[src/rtl/adc_seq_pkg.sv]
`default_nettype none

package adc_seq_pkg;

  ////////////////////////////////////////////////////////////////////////////////
  // Clock and timing figures
  localparam int unsigned CLK_PERIOD_NS   = 5;
  localparam int unsigned CYCLE_CLKS      = 40002;  // Continuous cycle, input start to input start
  localparam int unsigned INPUT_INT_CLKS  = 10000;  // Fixed signal integration
  localparam int unsigned AUTOZERO_CLKS   = 10001;  // System zero of a commanded cycle
  localparam int unsigned REF_MAX_CLKS    = 20001;  // Reference window; reaching it is overrange
  localparam int unsigned OVERRANGE_LIMIT = 20000;  // Counts above this are overrange
  localparam int unsigned IZ_NORMAL_CLKS  = 150;    // Integrator zero, inside 100 to 200
  localparam int unsigned IZ_OVER_CLKS    = 6200;   // Integrator zero after overrange
  localparam int unsigned TOP_DIGIT_CLKS  = 201;
  localparam int unsigned DIGIT_CLKS      = 200;
  localparam int unsigned STROBE_OFFSET   = 100;    // Select rise to strobe
  localparam int unsigned RUN_PULSE_NS    = 300;    // Run pulse must be wider than this
  localparam int unsigned RUN_PULSE_CLKS  = (RUN_PULSE_NS + CLK_PERIOD_NS) / CLK_PERIOD_NS;

  ////////////////////////////////////////////////////////////////////////////////
  // Widths and reset values
  localparam int unsigned CNT_W       = 16;
  localparam int unsigned SCAN_CNT_W  = 8;
  localparam int unsigned RUN_CNT_W   = 7;
  localparam int unsigned DIGITS      = 5;
  localparam int unsigned READING_W   = 20;
  localparam int unsigned TOP_IDX     = 0;
  localparam int unsigned LAST_IDX    = 4;
  localparam logic [19:0] READING_RST = 20'h00000;
  localparam logic [4:0]  SEL_TOP     = 5'h10;

  typedef enum logic [2:0] {
    PH_SYS_ZERO,
    PH_INPUT,
    PH_REF,
    PH_INT_ZERO,
    PH_HOLD
  } phase_t;

  // Adds one to a five digit BCD number
  function automatic logic [19:0] bcd_inc(input logic [19:0] v);
    logic [19:0] r;
    logic        carry;
    r     = v;
    carry = 1'b1;
    for (int i = 0; i < 5; i++) begin
      if (carry) begin
        if (r[i*4 +: 4] == 4'h9) begin
          r[i*4 +: 4] = 4'h0;
        end else begin
          r[i*4 +: 4] = r[i*4 +: 4] + 4'h1;
          carry       = 1'b0;
        end
      end
    end
    return r;
  endfunction

endpackage

`default_nettype wire

[src/rtl/scan_if.sv]
`timescale 1ns/10ps
`default_nettype none

// Carries a finished reading from the sequencer to the digit scanner
interface scan_if;
  logic        load;       // One cycle at measurement end
  logic [19:0] reading;    // Five BCD digits, top digit in the high nibble
  logic        over;       // Reading is overrange
  logic        resume;     // Reference integration started
  logic [4:0]  digit_sel;  // Bit 4 is the top digit
  logic [3:0]  bcd;
  logic        strobe_n;

  modport seq  (output load, reading, over, resume, input digit_sel, bcd, strobe_n);
  modport scan (input load, reading, over, resume, output digit_sel, bcd, strobe_n);
endinterface

`default_nettype wire

[src/rtl/digit_scan.sv]
`timescale 1ns/10ps
`default_nettype none

module digit_scan (
  input wire logic clk_sys,
  input wire logic rst_n,
  scan_if.scan     link
);
  import adc_seq_pkg::*;

  typedef struct packed {
    logic [19:0]           digits;
    logic                  over;
    logic                  blank;
    logic                  strobing;
    logic                  active;
    logic [2:0]            idx;
    logic [SCAN_CNT_W-1:0] cnt;
    logic [4:0]            sel;
    logic [3:0]            bcd;
    logic                  strobe_n;
  } scan_state_t;

  scan_state_t s;
  scan_state_t next_s;
  logic        last_cnt;

  ////////////////////////////////////////////////////////////////////////////////
  // Scan walk: top digit first, then down to the least significant
  always_comb begin
    next_s          = s;
    next_s.strobe_n = 1'b1;
    last_cnt        = (s.idx == 3'(TOP_IDX)) ? (s.cnt == SCAN_CNT_W'(TOP_DIGIT_CLKS - 1))  // RL15
                                             : (s.cnt == SCAN_CNT_W'(DIGIT_CLKS - 1));     // RL16
    if (link.load) begin
      next_s.digits   = link.reading;
      next_s.over     = link.over;
      next_s.blank    = 1'b0;
      next_s.strobing = 1'b1;                  // RL14
      next_s.active   = 1'b1;
      next_s.idx      = 3'(TOP_IDX);
      next_s.cnt      = '0;
    end else if (s.blank) begin
      // Held dark until the next reference phase, which gives the blinking
      if (link.resume) begin
        next_s.blank = 1'b0;
        next_s.idx   = 3'(TOP_IDX);
        next_s.cnt   = '0;
      end
    end else if (s.active) begin
      if (last_cnt) begin
        next_s.cnt = '0;
        if (s.idx == 3'(LAST_IDX)) begin
          next_s.idx      = 3'(TOP_IDX);
          next_s.strobing = 1'b0;              // RL17
          next_s.blank    = s.over;            // RL18
        end else begin
          next_s.idx = s.idx + 3'h1;
        end
      end else begin
        next_s.cnt = s.cnt + SCAN_CNT_W'(1);
      end
    end
    // Strobe one clock, centred in the select; selects and data change together
    if (next_s.strobing && next_s.active && !next_s.blank && !link.load &&
        next_s.cnt == SCAN_CNT_W'(STROBE_OFFSET)) begin
      next_s.strobe_n = 1'b0;                  // RL14
    end
    if (next_s.active && !next_s.blank) begin
      next_s.sel = SEL_TOP >> next_s.idx;      // RL23
      next_s.bcd = next_s.over ? 4'h0 : next_s.digits[(4 - int'(next_s.idx))*4 +: 4];  // RL23
    end else begin
      next_s.sel = 5'h00;
      next_s.bcd = 4'h0;
    end
  end

  // Idle and dark until the first measurement completes
  always_ff @(posedge clk_sys) begin
    if (!rst_n) begin
      s          <= '0;
      s.strobe_n <= 1'b1;
    end else begin
      s <= next_s;
    end
  end

  assign link.digit_sel = s.sel;
  assign link.bcd       = s.bcd;
  assign link.strobe_n  = s.strobe_n;

endmodule // digit_scan

`default_nettype wire

[src/rtl/dual_slope_adc_sequencer.sv]
//Behaviour
//RL1 - Cycle runs system zero, input integration, reference integration, integrator zero, in order
//RL2 - Switches per phase: input only; one reference plus loop; loop plus integrator zero
//RL3 - System zero opens inputs, closes zeroing, reference charge and loop switches
//RL4 - Input integration ends on a fixed clock count, never on analog state
//RL5 - Input polarity is latched when input integration ends
//RL6 - Reference opposite to latched polarity, integrate until comparator reports zero
//RL7 - Reading is the count of reference integration clocks
//RL8 - Integrator zero lasts 100 to 200 clocks, 6200 after overrange
//RL9 - Run/hold reads high when open; high means a cycle every 40002 clocks
//RL10 - Run/hold low finishes current cycle, then holds and shows the result
//RL11 - In hold a run pulse over 300 ns starts exactly one cycle
//RL12 - Run pulses are ignored until the interrupted cycle has completed
//RL13 - Commanded cycle starts with 10001 clock auto-zero; busy rises at its end
//RL14 - Five low strobe pulses per measurement, centred in each digit select
//RL15 - Top digit select high 201 clocks; first strobe 101 clocks after end
//RL16 - Following selects high 200 clocks; strobe 100 clocks after each rise
//RL17 - Selects keep refreshing after the scan, strobes wait for a new result
//RL18 - After overrange the digit scan stops instead of refreshing
//RL19 - Receiver captures the BCD digit on each low strobe
//RL20 - Busy high from input integration start until the clock after zero crossing
//RL21 - Overrange set as busy falls past 20000 clocks, cleared at next reference
//RL22 - Polarity is 1 for positive, valid from reference start until redetermined
//RL23 - BCD positive true, changes with selects, zero under overrange
//RL24 - Input integration 10000 clocks, reference gets the rest of the cycle; code caps reference at 20001 and stretches system zero to fill it
`timescale 1ns/10ps
`default_nettype none

module dual_slope_adc_sequencer #(
  parameter int unsigned CYCLE_LEN    = adc_seq_pkg::CYCLE_CLKS,
  parameter int unsigned INPUT_LEN    = adc_seq_pkg::INPUT_INT_CLKS,
  parameter int unsigned AUTOZERO_LEN = adc_seq_pkg::AUTOZERO_CLKS,
  parameter int unsigned REF_MAX_LEN  = adc_seq_pkg::REF_MAX_CLKS,
  parameter int unsigned IZ_OVER_LEN  = adc_seq_pkg::IZ_OVER_CLKS
) (
  input  wire logic       clk_sys,
  input  wire logic       rst_n,
  input  wire logic       run_hold,
  input  wire logic       integrator_at_zero,
  input  wire logic       input_positive,
  output var  logic       input_switch,
  output var  logic       ref_plus_switch,
  output var  logic       ref_minus_switch,
  output var  logic       zeroing_switch,
  output var  logic       reference_charge_switch,
  output var  logic       integrator_loop_switch,
  output var  logic       integrator_zero_switch,
  output var  logic       busy,
  output var  logic       overrange,
  output var  logic       polarity,
  output var  logic [4:0] digit_select,
  output var  logic [3:0] bcd,
  output var  logic       strobe_n
);
  import adc_seq_pkg::*;

  typedef struct packed {
    phase_t                phase;
    logic [CNT_W-1:0]      cnt;
    logic [CNT_W-1:0]      frame;
    logic                  commanded;
    logic [READING_W-1:0]  reading;
    logic                  busy;
    logic                  over;
    logic                  pol;
    logic                  load;
    logic                  resume;
    logic                  sw_input;
    logic                  sw_ref_plus;
    logic                  sw_ref_minus;
    logic                  sw_zeroing;
    logic                  sw_ref_charge;
    logic                  sw_loop;
    logic                  sw_int_zero;
  } seq_state_t;

  seq_state_t       s;
  seq_state_t       next_s;
  logic             run_level;
  logic             run_pulse;
  logic [CNT_W-1:0] iz_last;

  scan_if scan_bus ();

  ////////////////////////////////////////////////////////////////////////////////
  // Run/hold width filter
  run_hold_filter u_run_filter (
    .clk_sys   (clk_sys),
    .rst_n     (rst_n),
    .run_hold  (run_hold),
    .run_level (run_level),
    .run_pulse (run_pulse)
  );

  ////////////////////////////////////////////////////////////////////////////////
  // Digit drive, BCD and strobe generation
  digit_scan u_digit_scan (
    .clk_sys (clk_sys),
    .rst_n   (rst_n),
    .link    (scan_bus.scan)
  );

  assign scan_bus.load    = s.load;
  assign scan_bus.reading = s.reading;
  assign scan_bus.over    = s.over;
  assign scan_bus.resume  = s.resume;

  ////////////////////////////////////////////////////////////////////////////////
  // Phase sequencer
  always_comb begin
    next_s        = s;
    next_s.load   = 1'b0;
    next_s.resume = 1'b0;
    next_s.cnt    = s.cnt + CNT_W'(1);
    // Frame counts from input start; saturating keeps a long hold harmless
    next_s.frame  = (s.frame == '1) ? s.frame : s.frame + CNT_W'(1);
    iz_last       = s.over ? CNT_W'(IZ_OVER_LEN - 1) : CNT_W'(IZ_NORMAL_CLKS - 1);  // RL8
    case (s.phase)
      PH_SYS_ZERO: begin
        // Continuous cycles stretch system zero so input starts land 40002 apart
        if ((s.commanded && s.cnt >= CNT_W'(AUTOZERO_LEN - 1)) ||      // RL13
            (!s.commanded && s.frame >= CNT_W'(CYCLE_LEN - 1))) begin  // RL9 RL24
          next_s.phase     = PH_INPUT;  // RL1
          next_s.cnt       = '0;
          next_s.frame     = '0;
          next_s.commanded = 1'b0;
          next_s.busy      = 1'b1;      // RL20 RL13
        end
      end
      PH_INPUT: begin
        // Length is a pure clock count; the comparator is not looked at here
        if (s.cnt == CNT_W'(INPUT_LEN - 1)) begin  // RL4 RL24
          next_s.phase   = PH_REF;                 // RL1
          next_s.cnt     = '0;
          next_s.pol     = input_positive;         // RL5 RL22
          next_s.over    = 1'b0;                   // RL21
          next_s.reading = READING_RST;
          next_s.resume  = 1'b1;
        end
      end
      PH_REF: begin
        if (integrator_at_zero) begin              // RL6
          next_s.phase = PH_INT_ZERO;              // RL1
          next_s.cnt   = '0;
          next_s.busy  = 1'b0;                     // RL20
          next_s.load  = 1'b1;
        end else if (s.cnt == CNT_W'(REF_MAX_LEN - 1)) begin
          // No crossing within the window: more than 20000 counts
          next_s.phase = PH_INT_ZERO;
          next_s.cnt   = '0;
          next_s.busy  = 1'b0;                     // RL20
          next_s.over  = 1'b1;                     // RL21
          next_s.load  = 1'b1;
        end else begin
          next_s.reading = bcd_inc(s.reading);     // RL7
        end
      end
      PH_INT_ZERO: begin
        if (s.cnt >= iz_last) begin                // RL8
          next_s.cnt = '0;
          if (run_level) begin
            next_s.phase = PH_SYS_ZERO;            // RL1 RL9
          end else begin
            next_s.phase = PH_HOLD;                // RL10
          end
        end
      end
      PH_HOLD: begin
        // Pulses only count here, so one seen mid-cycle never starts a second cycle
        if (run_pulse) begin                       // RL11 RL12
          next_s.phase     = PH_SYS_ZERO;
          next_s.commanded = 1'b1;                 // RL13
          next_s.cnt       = '0;
        end
      end
      default: begin
        next_s.phase = PH_HOLD;
      end
    endcase

    // Switch controls follow the phase being entered
    next_s.sw_input      = 1'b0;
    next_s.sw_ref_plus   = 1'b0;
    next_s.sw_ref_minus  = 1'b0;
    next_s.sw_zeroing    = 1'b0;
    next_s.sw_ref_charge = 1'b0;
    next_s.sw_loop       = 1'b0;
    next_s.sw_int_zero   = 1'b0;
    case (next_s.phase)
      PH_INPUT: begin
        next_s.sw_input = 1'b1;                    // RL2
      end
      PH_REF: begin
        next_s.sw_ref_plus  = !next_s.pol;         // RL6 RL2
        next_s.sw_ref_minus = next_s.pol;          // RL6 RL2
        next_s.sw_loop      = 1'b1;
      end
      PH_INT_ZERO: begin
        next_s.sw_loop     = 1'b1;                 // RL2
        next_s.sw_int_zero = 1'b1;
      end
      default: begin
        // Hold keeps auto-zero running so the capacitor stays refreshed
        next_s.sw_zeroing    = 1'b1;               // RL3
        next_s.sw_ref_charge = 1'b1;
        next_s.sw_loop       = 1'b1;
      end
    endcase
  end

  // Reset enters a commanded auto-zero with the zeroing switches closed
  always_ff @(posedge clk_sys) begin
    if (!rst_n) begin
      s               <= '0;
      s.phase         <= PH_SYS_ZERO;
      s.commanded     <= 1'b1;
      s.sw_zeroing    <= 1'b1;
      s.sw_ref_charge <= 1'b1;
      s.sw_loop       <= 1'b1;
    end else begin
      s <= next_s;
    end
  end

  ////////////////////////////////////////////////////////////////////////////////
  // Outputs, all registered
  assign input_switch            = s.sw_input;
  assign ref_plus_switch         = s.sw_ref_plus;
  assign ref_minus_switch        = s.sw_ref_minus;
  assign zeroing_switch          = s.sw_zeroing;
  assign reference_charge_switch = s.sw_ref_charge;
  assign integrator_loop_switch  = s.sw_loop;
  assign integrator_zero_switch  = s.sw_int_zero;
  assign busy                    = s.busy;
  assign overrange               = s.over;
  assign polarity                = s.pol;
  assign digit_select            = scan_bus.digit_sel;  // Bit 4 top digit, bit 0 least
  assign bcd                     = scan_bus.bcd;        // Bit 3 is the eight bit
  assign strobe_n                = scan_bus.strobe_n;

endmodule // dual_slope_adc_sequencer

`default_nettype wire

[src/rtl/run_hold_filter.sv]
`timescale 1ns/10ps
`default_nettype none

module run_hold_filter (
  input  wire logic clk_sys,
  input  wire logic rst_n,
  input  wire logic run_hold,
  output var  logic run_level,
  output var  logic run_pulse
);
  import adc_seq_pkg::*;

  typedef struct packed {
    logic [RUN_CNT_W-1:0] cnt;
    logic                 level;
    logic                 pulse;
  } filt_state_t;

  filt_state_t s;
  filt_state_t next_s;

  ////////////////////////////////////////////////////////////////////////////////
  // Width counter; a glitch shorter than the run width never fires the pulse
  always_comb begin
    next_s       = s;
    next_s.level = run_hold;
    next_s.pulse = run_hold && (s.cnt == RUN_CNT_W'(RUN_PULSE_CLKS - 1));  // RL11
    if (!run_hold) begin
      next_s.cnt = '0;
    end else if (s.cnt != RUN_CNT_W'(RUN_PULSE_CLKS)) begin
      next_s.cnt = s.cnt + RUN_CNT_W'(1);  // Saturates so one pulse per high period
    end
  end

  // Reset reads the line as high, as an open pin would
  always_ff @(posedge clk_sys) begin
    if (!rst_n) begin
      s       <= '0;
      s.level <= 1'b1;  // RL9
    end else begin
      s <= next_s;
    end
  end

  assign run_level = s.level;
  assign run_pulse = s.pulse;

endmodule // run_hold_filter

`default_nettype wire

[config.mk]
export PLATFORM = sky130hd
export DESIGN_NAME = dual_slope_adc_sequencer
export DESIGN_NICKNAME = d
export VERILOG_FILES = /design/src/rtl/adc_seq_pkg.sv /design/src/rtl/scan_if.sv /design/src/rtl/digit_scan.sv /design/src/rtl/dual_slope_adc_sequencer.sv /design/src/rtl/run_hold_filter.sv
export SDC_FILE = /design/constraint.sdc
export NUM_CORES = 1
export LEC_CHECK = 0
export ABC_AREA = 1
export ABC_CLOCK_PERIOD_IN_PS = 2900
export BUFFER_PORTS_ARGS = -buffer_cell sky130_fd_sc_hd__clkbuf_2
export CORE_UTILIZATION = 55
export CTS_CLUSTER_SIZE = 20
export DETAILED_ROUTE_END_ITERATION = 8
export PLACE_DENSITY = 0.76
export SETUP_SLACK_MARGIN = 0.4
export SLEW_MARGIN = 20
export SYNTH_ARGS = -nofsm -noshare
export SYNTH_HDL_FRONTEND = slang
export SYNTH_SLANG_ARGS = --single-unit
[constraint.sdc]
create_clock -name clk_sys -period 2.9 [get_ports clk_sys]
set_input_delay 0.29 -clock clk_sys [delete_from_list [all_inputs] [get_ports clk_sys]]
set_output_delay 0.29 -clock clk_sys [all_outputs]
set_load 0.05 [all_outputs]
# Word level (Yosys, flattened, before mapping)
# Index checks and enable logic that the tools add are counted.
[word_totals]
regBits = 122
out_inout_bits = 20
inputBits = 5
elab_cells = 196
[op_classes]
muxes = 79
n_reduce_logical = 33
order_cmp = 3
eq_ne = 32
bitwise = 2
add_sub_neg = 11
n_shift = 2
[op_table]
columns = ["op", "count"]
rows = [
  ["2-to-1 mux 19 bit", 5],
  ["one-hot mux 16 bit (5 select lines)", 1],
  ["2-to-1 mux 20 bit", 3],
  ["2-to-1 mux 11 bit", 4],
  ["one-hot mux 20 bit (2 select lines)", 1],
  ["2-to-1 mux 1 bit", 36],
  ["2-to-1 mux 36 bit", 1],
  ["2-to-1 mux 4 bit", 9],
  ["adder 16 x 1 -> 16 bit (second input constant)", 2],
  ["2-to-1 mux 16 bit", 2],
  ["variable part select 20 x 32 -> 4 bit", 1],
  ["2-to-1 mux 21 bit", 1],
  ["adder 4 x 1 -> 4 bit (second input constant)", 5],
  ["equality test 4 bit (second input constant)", 5],
  ["AND reduction 5 bit", 4],
  ["!= test 2 bit (second input constant)", 9],
  ["equality test 16 x 14 -> 1 bit (second input constant)", 1],
  ["equality test 16 x 15 -> 1 bit (second input constant)", 1],
  ["equality test 16 bit (second input constant)", 1],
  ["equality test 8 bit (second input constant)", 2],
  [">= comparator 16 x 13 -> 1 bit", 1],
  [">= comparator 16 x 14 -> 1 bit (second input constant)", 1],
  [">= comparator 16 bit (second input constant)", 1],
  ["one-hot mux 3 bit (5 select lines)", 1],
  ["28 further kinds", 64],
]

# Depth between registers and ports, before layout
# Gate-level depths: netlist of the first run.
[logic_depth]
ltp_word = 21
depth_mapped = 17
depth_no_buf = 16

# Modules after synthesis
# From an unflattened synthesis of the first run, not the netlist that was laid out.
[unflattened]
hier_cells = 978
area_unflattened_um2 = 7063.0
[modules_own_cells]
columns = ["mod", "cells_per_inst", "area_per_inst_um2", "seq_area_each_um2", "instances"]
rows = [
  ["dual_slope_adc_sequencer", 587, 4196.5, 1341.3, 1],
  ["digit_scan", 328, 2399.8, 900.9, 1],
  ["run_hold_filter", 63, 466.7, 180.2, 1],
]

# Least setup slack after synthesis of the first run
# No wires, ideal clock.
[synth_path]
path_kind = "reg-to-reg"
start = "register u_digit_scan.s[18] (netlist name)"
end = "register u_digit_scan.s (netlist bit u_digit_scan.link.bcd[0])"
period_less_slack_ns = 2.476
t_arrival_ns = 2.412
slack_ns = 0.424
stages_incl_launch_ff = 17
path_cell_list = "dfxtp_1 -> inv_1 -> ha_1 -> inv_1 -> nor2_1 -> nand2_1 -> a21oi_4 -> nand3_4 -> nand2_8 -> nand3_4 -> buf_8 -> ha_1 -> inv_1 -> nand3b_1 -> nand3_1 -> nand2_1 -> nor2_1"
[synth_between]
elab_chain_cells = 10
[synth_rtl]
columns = ["item", "line_no", "text"]
rows = [
  ["from (decl)", "digit_scan.sv:24", "scan_state_t s;"],
  ["from (signal assigned)", "digit_scan.sv:84", "s <= next_s;"],
  ["parallel branches: the longest is 10 deep, another holds subtractor 3 x 3 -> 4 bit", "--", ""],
]
# Several ways; the timed one is not identified.
# A chain may end at the register's enable or synchronous reset.

# Worst setup path after layout of the first run
# Same ends and word-level chain as after synthesis.

==> reports/summary.txt, run 1 <==
Class of the most critical setup path - register to register
Parity-gate share of the synthesized area counting xor and xnor cells - 2.06%
Yosys top cell area share - 38.0%
Area taken by flip-flops and latches - 0.00242 sq mm
Worst skew pair latency - 0.41 ns
Max-capacitance violation count - 0
VDD IR max - 0.000537 V
Input/output buffers - 24
Syn Std Cell Area - 0.00638 sq mm
Largest clock skew in the final design - 0.00727 ns
Worst R2R Setup Slack - 0.61 ns
Maximum number of pins on one net before global-route repair - 54
Antenna violations before repair - 0
Starting DRC count in detailed routing - 351
Residual antenna-violating net count after detailed routing - 0
Area share of and/or/nand/nor cells after synthesis - 34.4%
Aggregate routed wire length - 13.3 mm
Cell type with the highest aggregate area in the netlist - sky130_fd_sc_hd__dfxtp_1
Bufs on Longest Clock Path - 2
Startpoint types - register
Setup TNS - 0 ns
Switching fraction of total power - 19.7%
Clock group share of total power - 55.4%
Flip-flop and latch count after synthesis - 121
Floorplan die area - 0.0120 sq mm
Worst hold slack after final layout - 0.0873 ns
Part of the Yosys area used for sequential elements - 38.0%
Count of endpoints failing hold in the final timing report - 0
Clock tree from TritonCTS - yes
Mux cell area share after synthesis - 0.628%
Cell row count - 38
Result of the run - finished, final reports clean
Power spent charging and discharging nets - 772 uW
Combinational family with the most area after synthesis - simple AND/OR/NAND/NOR gates
Fraction of final layout cells with drive strength greater than 1 - 9.76%
Fill cell count - 972
Upper clock frequency limit - 0.437 GHz
Final Max Slew Viols - 0
Root buffer selected by CTS - sky130_fd_sc_hd__clkbuf_16
Chip width - 110 um
Power Dens Cells - 549 mW/mm^2
H-tree levels - 4
Worst min-delay path category - input port to register
Required time at the endpoint of the critical path - 3.25 ns
Routed WL per cell - 12.4 um
Critical Path End Type - register
CTS hold repair buffers - 0
Overall global routing resource usage - 24.6%
Mapped Avg Cell Area - 7.07 sq um
Worst-path maximum fanout - 10
GRT overflow - 0
Worst slew margin - 52.8%
Cells after synthesis - 902
Final net count - 951
Seq pwr share - 42.8%
Leading cell type in the layout, fill and taps excluded - sky130_fd_sc_hd__nand2_1
Global placement routability congestion - 0.923
Compound-Gate Fraction of Synth Area - 10.2%
Total half-perimeter wirelength after legalization and detailed placement - 9.45 mm
Number of enable flip-flop cells after synthesis - 0
Antenna cells - 0
Leading cell types by total area after synthesis - sky130_fd_sc_hd__dfxtp_1 (38%), sky130_fd_sc_hd__nand2_1 (10%), sky130_fd_sc_hd__nor2_1 (8.2%)
Share of synthesized flip-flops with an asynchronous set or reset - 0%
Ys flop type - sky130_fd_sc_hd__dfxtp_1
Fraction of the mapped netlist area in adder cells - 5.30%
Height of the die - 110 um
Via count of the first global-routing pass - 5260
Final critical delay including setup and external delays - 2.29 ns
Area taken by multi-input logic gates - 0.00337 sq mm
CTS Sinks - 121
Transition time at the pin with the least slew margin - 0.706 ns
Leading cell types in the layout, fill and taps excluded - sky130_fd_sc_hd__nand2_1 (170), sky130_fd_sc_hd__nor2_1 (139), sky130_fd_sc_hd__dfxtp_1 (121)
Critical path arrival - 2.64 ns
Count of pins on the block boundary - 25
Final setup viols - 0
Detailed-route vias per instance - 5.32
Wire length of the first global-routing pass - 23.1 mm
Yosys Warn Count - 0
LEAKAGE - 3.04 nW
Number of buffers inserted during clock tree synthesis - 17
Area growth from synthesis to final layout - 12.2%
Design internal power - 3.15 mW
Setup repair after global routing missed its margin - no
Initial core utilization - 57.6%
Clock transition time at the flip-flop clock pins of the worst setup and hold paths - 0.05 ns
Combinational power share - 1.7%
Drt pass-1 iters - 5
End-of-flow core utilization - 64.6%
Distinct cell type count of the synthesized netlist - 48
Total nets after synthesis - 934
Detailed-route via count - 5707
Final worst-path cycle share - 78.9%
Area of the core - 0.0111 sq mm
Remaining DRCs - 0
flip-flops by register name (all words and copies together) (netlist names):
| signal | cells |
|---|---|
| u_digit_scan.link.bcd | 4 |
| scan_bus.load | 1 |
| u_digit_scan.link.strobe_n | 1 |
| scan_bus.reading | 20 |
| polarity | 1 |
| overrange | 1 |
| ref_minus_switch | 1 |
| u_digit_scan.s | 35 |
| u_run_filter.run_level | 1 |
| scan_bus.resume | 1 |
| u_run_filter.run_pulse | 1 |
| input_switch | 1 |
| u_run_filter.s | 7 |
| busy | 1 |
| ref_plus_switch | 1 |
| s | 36 |
| integrator_loop_switch | 1 |
| integrator_zero_switch | 1 |
| u_digit_scan.link.digit_sel | 5 |
| zeroing_switch | 1 |
synth_stat cells (2+ instances only):
cell type	instances
sky130_fd_sc_hd__buf_4	11
sky130_fd_sc_hd__buf_2	4
sky130_fd_sc_hd__nand3_1	80
sky130_fd_sc_hd__inv_2	4
sky130_fd_sc_hd__a211oi_1	3
sky130_fd_sc_hd__nand3b_1	10
sky130_fd_sc_hd__o31ai_1	2
sky130_fd_sc_hd__nor3b_1	5
sky130_fd_sc_hd__o211ai_1	5
sky130_fd_sc_hd__buf_1	2
sky130_fd_sc_hd__nor2_1	139
sky130_fd_sc_hd__nand4_1	28
sky130_fd_sc_hd__ha_1	27
sky130_fd_sc_hd__nor4_1	6
sky130_fd_sc_hd__mux2i_1	4
sky130_fd_sc_hd__xor2_1	11
sky130_fd_sc_hd__a31oi_1	2
sky130_fd_sc_hd__o21ai_0	42
sky130_fd_sc_hd__clkinv_1	3
sky130_fd_sc_hd__clkbuf_1	11
sky130_fd_sc_hd__xnor2_1	4
sky130_fd_sc_hd__inv_1	101
sky130_fd_sc_hd__dfxtp_1	121
sky130_fd_sc_hd__a21boi_0	2
sky130_fd_sc_hd__nand2_2	7
sky130_fd_sc_hd__a21oi_1	45
sky130_fd_sc_hd__a21oi_4	3
sky130_fd_sc_hd__nand2_1	170
sky130_fd_sc_hd__nor3_1	24
sky130_fd_sc_hd__nand3_4	2
sky130_fd_sc_hd__nor2_2	3
sky130_fd_sc_hd__or2_2	5
worst max-delay path, stage by stage (launching register included):
cell,delay [ns]
sky130_fd_sc_hd__dfxtp_1,0.32
sky130_fd_sc_hd__inv_2,0.11
sky130_fd_sc_hd__ha_1,0.20
sky130_fd_sc_hd__inv_1,0.06
sky130_fd_sc_hd__nor2_1,0.08
sky130_fd_sc_hd__nand2_1,0.09
sky130_fd_sc_hd__a21oi_4,0.24
sky130_fd_sc_hd__nand3_4,0.15
sky130_fd_sc_hd__nand2_8,0.12
sky130_fd_sc_hd__nand3_4,0.10
sky130_fd_sc_hd__ha_4,0.28
sky130_fd_sc_hd__inv_2,0.12
sky130_fd_sc_hd__nand3b_1,0.09
sky130_fd_sc_hd__nand3_1,0.09
sky130_fd_sc_hd__nand2_1,0.06
sky130_fd_sc_hd__nor2_1,0.11
stage by stage:
stage	cell area [sq um]	setup slack [ns]	power [mW]	instances
global route	7160	0.404	4.05	1072
CTS	7150	0.462	3.97	1071
global placement	6510	0.278	1.78	1038
finish	7160	0.611	3.93	1072
detailed placement	6510	0.189	1.78	1038
floorplan	6380	0.424	1.77	902
power groups by stage:
stage                     combinational (mW)  clock, mW  sequential, mW
after floorplan                       0.0504          0            1.71
after global placement                0.0665          0            1.72
after detailed placement              0.0679          0            1.72
after CTS                             0.0686       2.22            1.68
after global routing                  0.0779       2.30            1.68
final                                 0.0680       2.18            1.68
final timing paths:
kind	start	endpoint	cells past startpoint
hold / removal	run_hold	u_run_filter.run_level	3
setup reg to reg	u_digit_scan.s[18]	u_digit_scan.link.bcd[0]	15
hold reg to reg	scan_bus.reading[19]	scan_bus.reading[19]	2
setup / recovery	u_digit_scan.s[18]	u_digit_scan.link.bcd[0]	15
routing by layer:
layer	share of wire, %	vias up	routed length, um	global-route usage (%)
met5	0	-	0	0
met4	2.6	0	344	12.2
met3	4.0	31	527	5.16
met2	45	123	6010	40.0
met1	48	2568	6390	30.8
li1	-	2985	-	-
cells by family (layout without fill, tap and decap cells):
logic type | count (synthesis) | count (layout)
buffers and inverters | 140 | 170
XOR/XNOR | 15 | 15
flip-flops | 121 | 121
AO/OA/AOI/OAI | 112 | 112
adder cells (fa/ha/maj) | 27 | 27
multiplexers | 4 | 4
AND/OR/NAND/NOR | 483 | 483
final cells by class:
| cell class | count | share of cell area [%] |
|---|---|---|
| clock buffers | 25 | 7.06 |
| clock inverters | 7 | 1.57 |
| inverters | 108 | 5.66 |
| multi-input cells | 641 | 47.1 |
| flip-flops and latches | 121 | 33.8 |
| well taps | 140 | 2.45 |
| repair buffers | 30 | 2.31 |
what timing repair did:
| action | in CTS | in global routing |
|---|---|---|
| pin swaps | 1 | 0 |
| endpoints found under the hold margin | 0 | 0 |
| endpoints found under the setup margin | 4 | 4 |
| setup buffers | 1 | 1 |
| resized for setup | 3 | 1 |
(Power assumes the default switching activity.)
==> inputs of run 2 (changes only) <==
--- a/config.mk
+++ b/config.mk
@@ -6,12 +6,12 @@
 export NUM_CORES = 1
 export LEC_CHECK = 0
 export ABC_AREA = 1
-export ABC_CLOCK_PERIOD_IN_PS = 2900
+export ABC_CLOCK_PERIOD_IN_PS = 1950
 export BUFFER_PORTS_ARGS = -buffer_cell sky130_fd_sc_hd__clkbuf_2
 export CORE_UTILIZATION = 55
 export CTS_CLUSTER_SIZE = 20
 export DETAILED_ROUTE_END_ITERATION = 8
-export PLACE_DENSITY = 0.76
+export PLACE_DENSITY = 0.79
 export SETUP_SLACK_MARGIN = 0.4
 export SLEW_MARGIN = 20
 export SYNTH_ARGS = -nofsm -noshare
==> constraint.sdc (replaced) <==
create_clock -name clk_sys -period 1.95 [get_ports clk_sys]
set_input_delay 0.195 -clock clk_sys [delete_from_list [all_inputs] [get_ports clk_sys]]
set_output_delay 0.195 -clock clk_sys [all_outputs]
set_load 0.05 [all_outputs]
==> reports/summary.txt, run 2 (synthesis gave the netlist of run 1 again) <==
Via count of the first global-routing pass - 6000 (was 5260)
Drt pass-1 iters - 6 (was 5)
Area of the core - 0.0111 sq mm (unchanged)
Starting DRC count in detailed routing - 796 (was 351)
Count of endpoints failing hold in the final timing report - 0 (unchanged)
Height of the die - 110 um (unchanged)
Global placement routability congestion - 0.865 (was 0.923)
Beginning of the critical path - u_digit_scan.s[18] (unchanged)
GRT overflow - 0 (unchanged)
Instance count after placement with tap cells included - 1077 (was 1038)
Final setup viols - 50 (was 0)
Critical Path End Type - register (unchanged)
Residual antenna-violating net count after detailed routing - 0 (unchanged)
Input/output buffers - 24 (unchanged)
Power Dens Cells - 608 mW/mm^2 (was 549 mW/mm^2)
Combinational power share - 3.8% (was 1.7%)
Worst slew margin - 53.7% (was 52.8%)
Design internal power - 4.46 mW (was 3.15 mW)
Required time at the endpoint of the critical path - 2.32 ns (was 3.25 ns)
Bufs on Longest Clock Path - 2 (unchanged)
Power spent charging and discharging nets - 1.32 mW (was 772 uW)
Routed WL per cell - 19.4 um (was 12.4 um)
Final critical delay including setup and external delays - 2.13 ns (was 2.29 ns)
Initial core utilization - 57.6% (unchanged)
Overall global routing resource usage - 29.3% (was 24.6%)
Clock tree from TritonCTS - yes (unchanged)
VDD IR max - 0.000706 V (was 0.000537 V)
Cell area reported after detailed placement - 0.00711 sq mm (was 0.00651 sq mm)
Setup repair after global routing missed its margin - yes (was no)
Worst min-delay path category - input port to register (unchanged)
Register ranked first by flip-flop count - s (unchanged)
Area growth from synthesis to final layout - 48.9% (was 12.2%)
Wire length of the first global-routing pass - 27.2 mm (was 23.1 mm)
Detailed-route via count - 7215 (was 5707)
Largest clock skew in the final design - 0.0140 ns (was 0.00727 ns)
Chip width - 110 um (unchanged)
Upper clock frequency limit - 0.470 GHz (was 0.437 GHz)
Antenna cells - 0 (unchanged)
Antenna violations before repair - 0 (unchanged)
Leading cell types in the layout, fill and taps excluded - sky130_fd_sc_hd__nand2_1 (122), sky130_fd_sc_hd__dfxtp_1 (96), sky130_fd_sc_hd__nor2_1 (95) (was sky130_fd_sc_hd__nand2_1 (170), sky130_fd_sc_hd__nor2_1 (139), sky130_fd_sc_hd__dfxtp_1 (121))
H-tree levels - 4 (unchanged)
Startpoint types - register (unchanged)
Smallest setup slack after layout - -0.178 ns (was 0.611 ns)
Number of buffers inserted during clock tree synthesis - 17 (unchanged)
Final net count - 1054 (was 951)
Final Max Slew Viols - 0 (unchanged)
Floorplan die area - 0.0120 sq mm (unchanged)
Beginning of the worst hold path - rst_n (was run_hold)
Worst setup slack before clock tree synthesis - -0.123 ns (was 0.189 ns)
Post-route cell area - 0.00950 sq mm (was 0.00716 sq mm)
Power consumption - 5.78 mW (was 3.93 mW)
Cell row count - 38 (unchanged)
Fraction of final layout cells with drive strength greater than 1 - 42.7% (was 9.76%)
Result of the run - finished with violations (was finished, final reports clean)
Detailed-route vias per instance - 6.14 (was 5.32)
Aggregate routed wire length - 22.8 mm (was 13.3 mm)
Clock group share of total power - 52.8% (was 55.4%)
Worst-path maximum fanout - 8 (was 10)
Final worst-path cycle share - 109% (was 78.9%)
Remaining DRCs - 0 (unchanged)
Leading cell type in the layout, fill and taps excluded - sky130_fd_sc_hd__nand2_1 (unchanged)
Final Instance Count excl. Fillers - 1175 (was 1072)
Clock transition time at the flip-flop clock pins of the worst setup and hold paths - 0.05 ns (about the same)
Root buffer selected by CTS - sky130_fd_sc_hd__clkbuf_16 (unchanged)
Transition time at the pin with the least slew margin - 0.694 ns (was 0.706 ns)
Worst hold slack after final layout - 0.0880 ns (was 0.0873 ns)
Violations in the final reports - negative setup slack
Total half-perimeter wirelength after legalization and detailed placement - 10.3 mm (was 9.45 mm)
LEAKAGE - 3.85 nW (was 3.04 nW)
Count of pins on the block boundary - 25 (unchanged)
Max FFs per register - 36 (unchanged)
Critical path arrival - 2.50 ns (was 2.64 ns)
Seq pwr share - 43.4% (was 42.8%)
Worst skew pair latency - 0.44 ns (was 0.41 ns)
Switching fraction of total power - 22.8% (was 19.7%)
Maximum number of pins on one net before global-route repair - 54 (unchanged)
Max-capacitance violation count - 0 (unchanged)
Class of the most critical setup path - register to register (unchanged)
Reg-to-reg startpoint - u_digit_scan.s[18] (unchanged)
CTS Sinks - 121 (unchanged)
[run 2: path summary, 6_finish.rpt]
| check | end | slack, ns | cells after the start |
|---|---|---|---|
| max | u_digit_scan.link.bcd[3] | -0.18 | 15 |
| max reg2reg | u_digit_scan.link.bcd[3] | -0.18 | 15 |
| min | u_digit_scan.s[21] | 0.09 | 3 |
| min reg2reg | u_digit_scan.s[22] | 0.48 | 2 |
[run 2: worst max-delay path: stages (launching register included)]
cell and delay (ns):
sky130_fd_sc_hd__dfxtp_2 0.33, sky130_fd_sc_hd__inv_4 0.06, sky130_fd_sc_hd__ha_4 0.14, sky130_fd_sc_hd__inv_2 0.04
sky130_fd_sc_hd__nor2_1 0.08, sky130_fd_sc_hd__nand2_1 0.10, sky130_fd_sc_hd__a21oi_4 0.21, sky130_fd_sc_hd__buf_6 0.14
sky130_fd_sc_hd__nand4_1 0.16, sky130_fd_sc_hd__nand3_4 0.14, sky130_fd_sc_hd__ha_4 0.24, sky130_fd_sc_hd__inv_6 0.08
sky130_fd_sc_hd__nand3b_1 0.09, sky130_fd_sc_hd__nand3_1 0.10, sky130_fd_sc_hd__nand2_1 0.07, sky130_fd_sc_hd__nor2_1 0.08
[run 2: metal layers]
| metal | share of wire [%] | global-route usage [%] | up-vias | routed length [um] |
|---|---|---|---|---|
| met2 | 49 | 50.1 | 488 | 11200 |
| met4 | 5.4 | 11.8 | 0 | 1240 |
| li1 | - | - | 3208 | - |
| met1 | 37 | 34.8 | 3373 | 8420 |
| met3 | 8.4 | 8.00 | 146 | 1900 |
| met5 | 0 | 0 | - | 0 |
[run 2: final cells by class]
type	count	area, sq um
inverters	108	447
well taps	140	175
repair buffers	132	1160
clock inverters	7	65.1
flip-flops and latches	121	2470
multi-input cells	642	4680
clock buffers	25	497
fillers	509	1580
[run 2: stage by stage]
step	setup TNS, ns	util, %
5_1_grt	-8.24	85.7
2_1_floorplan	-0.939	-
3_5_place_dp	-0.467	64.2
3_3_place_gp	-0.247	64.2
6_report	-5.10	85.7
4_1_cts	-0.169	77.2
[run 2: what timing repair did]
| item | 4_1_cts | 5_1_grt |
|---|---|---|
| buffers inserted | 30 | 32 |
| hold buffers | 1 | 0 |
| endpoints found under the hold margin | 2 | 0 |
| cloned | 3 | 0 |
| endpoints found under the setup margin | 84 | 90 |
| pin swaps | 60 | 67 |
| gates resized for setup | 166 | 181 |
[run 2: power by group through the flow]
stage | clock, mW | sequential, mW | combinational, mW
CTS | 3.01 | 2.51 | 0.168
global route | 3.16 | 2.51 | 0.235
floorplan | 0 | 2.56 | 0.0867
finish | 3.05 | 2.51 | 0.220
detailed placement | 0 | 2.56 | 0.114
global placement | 0 | 2.56 | 0.112
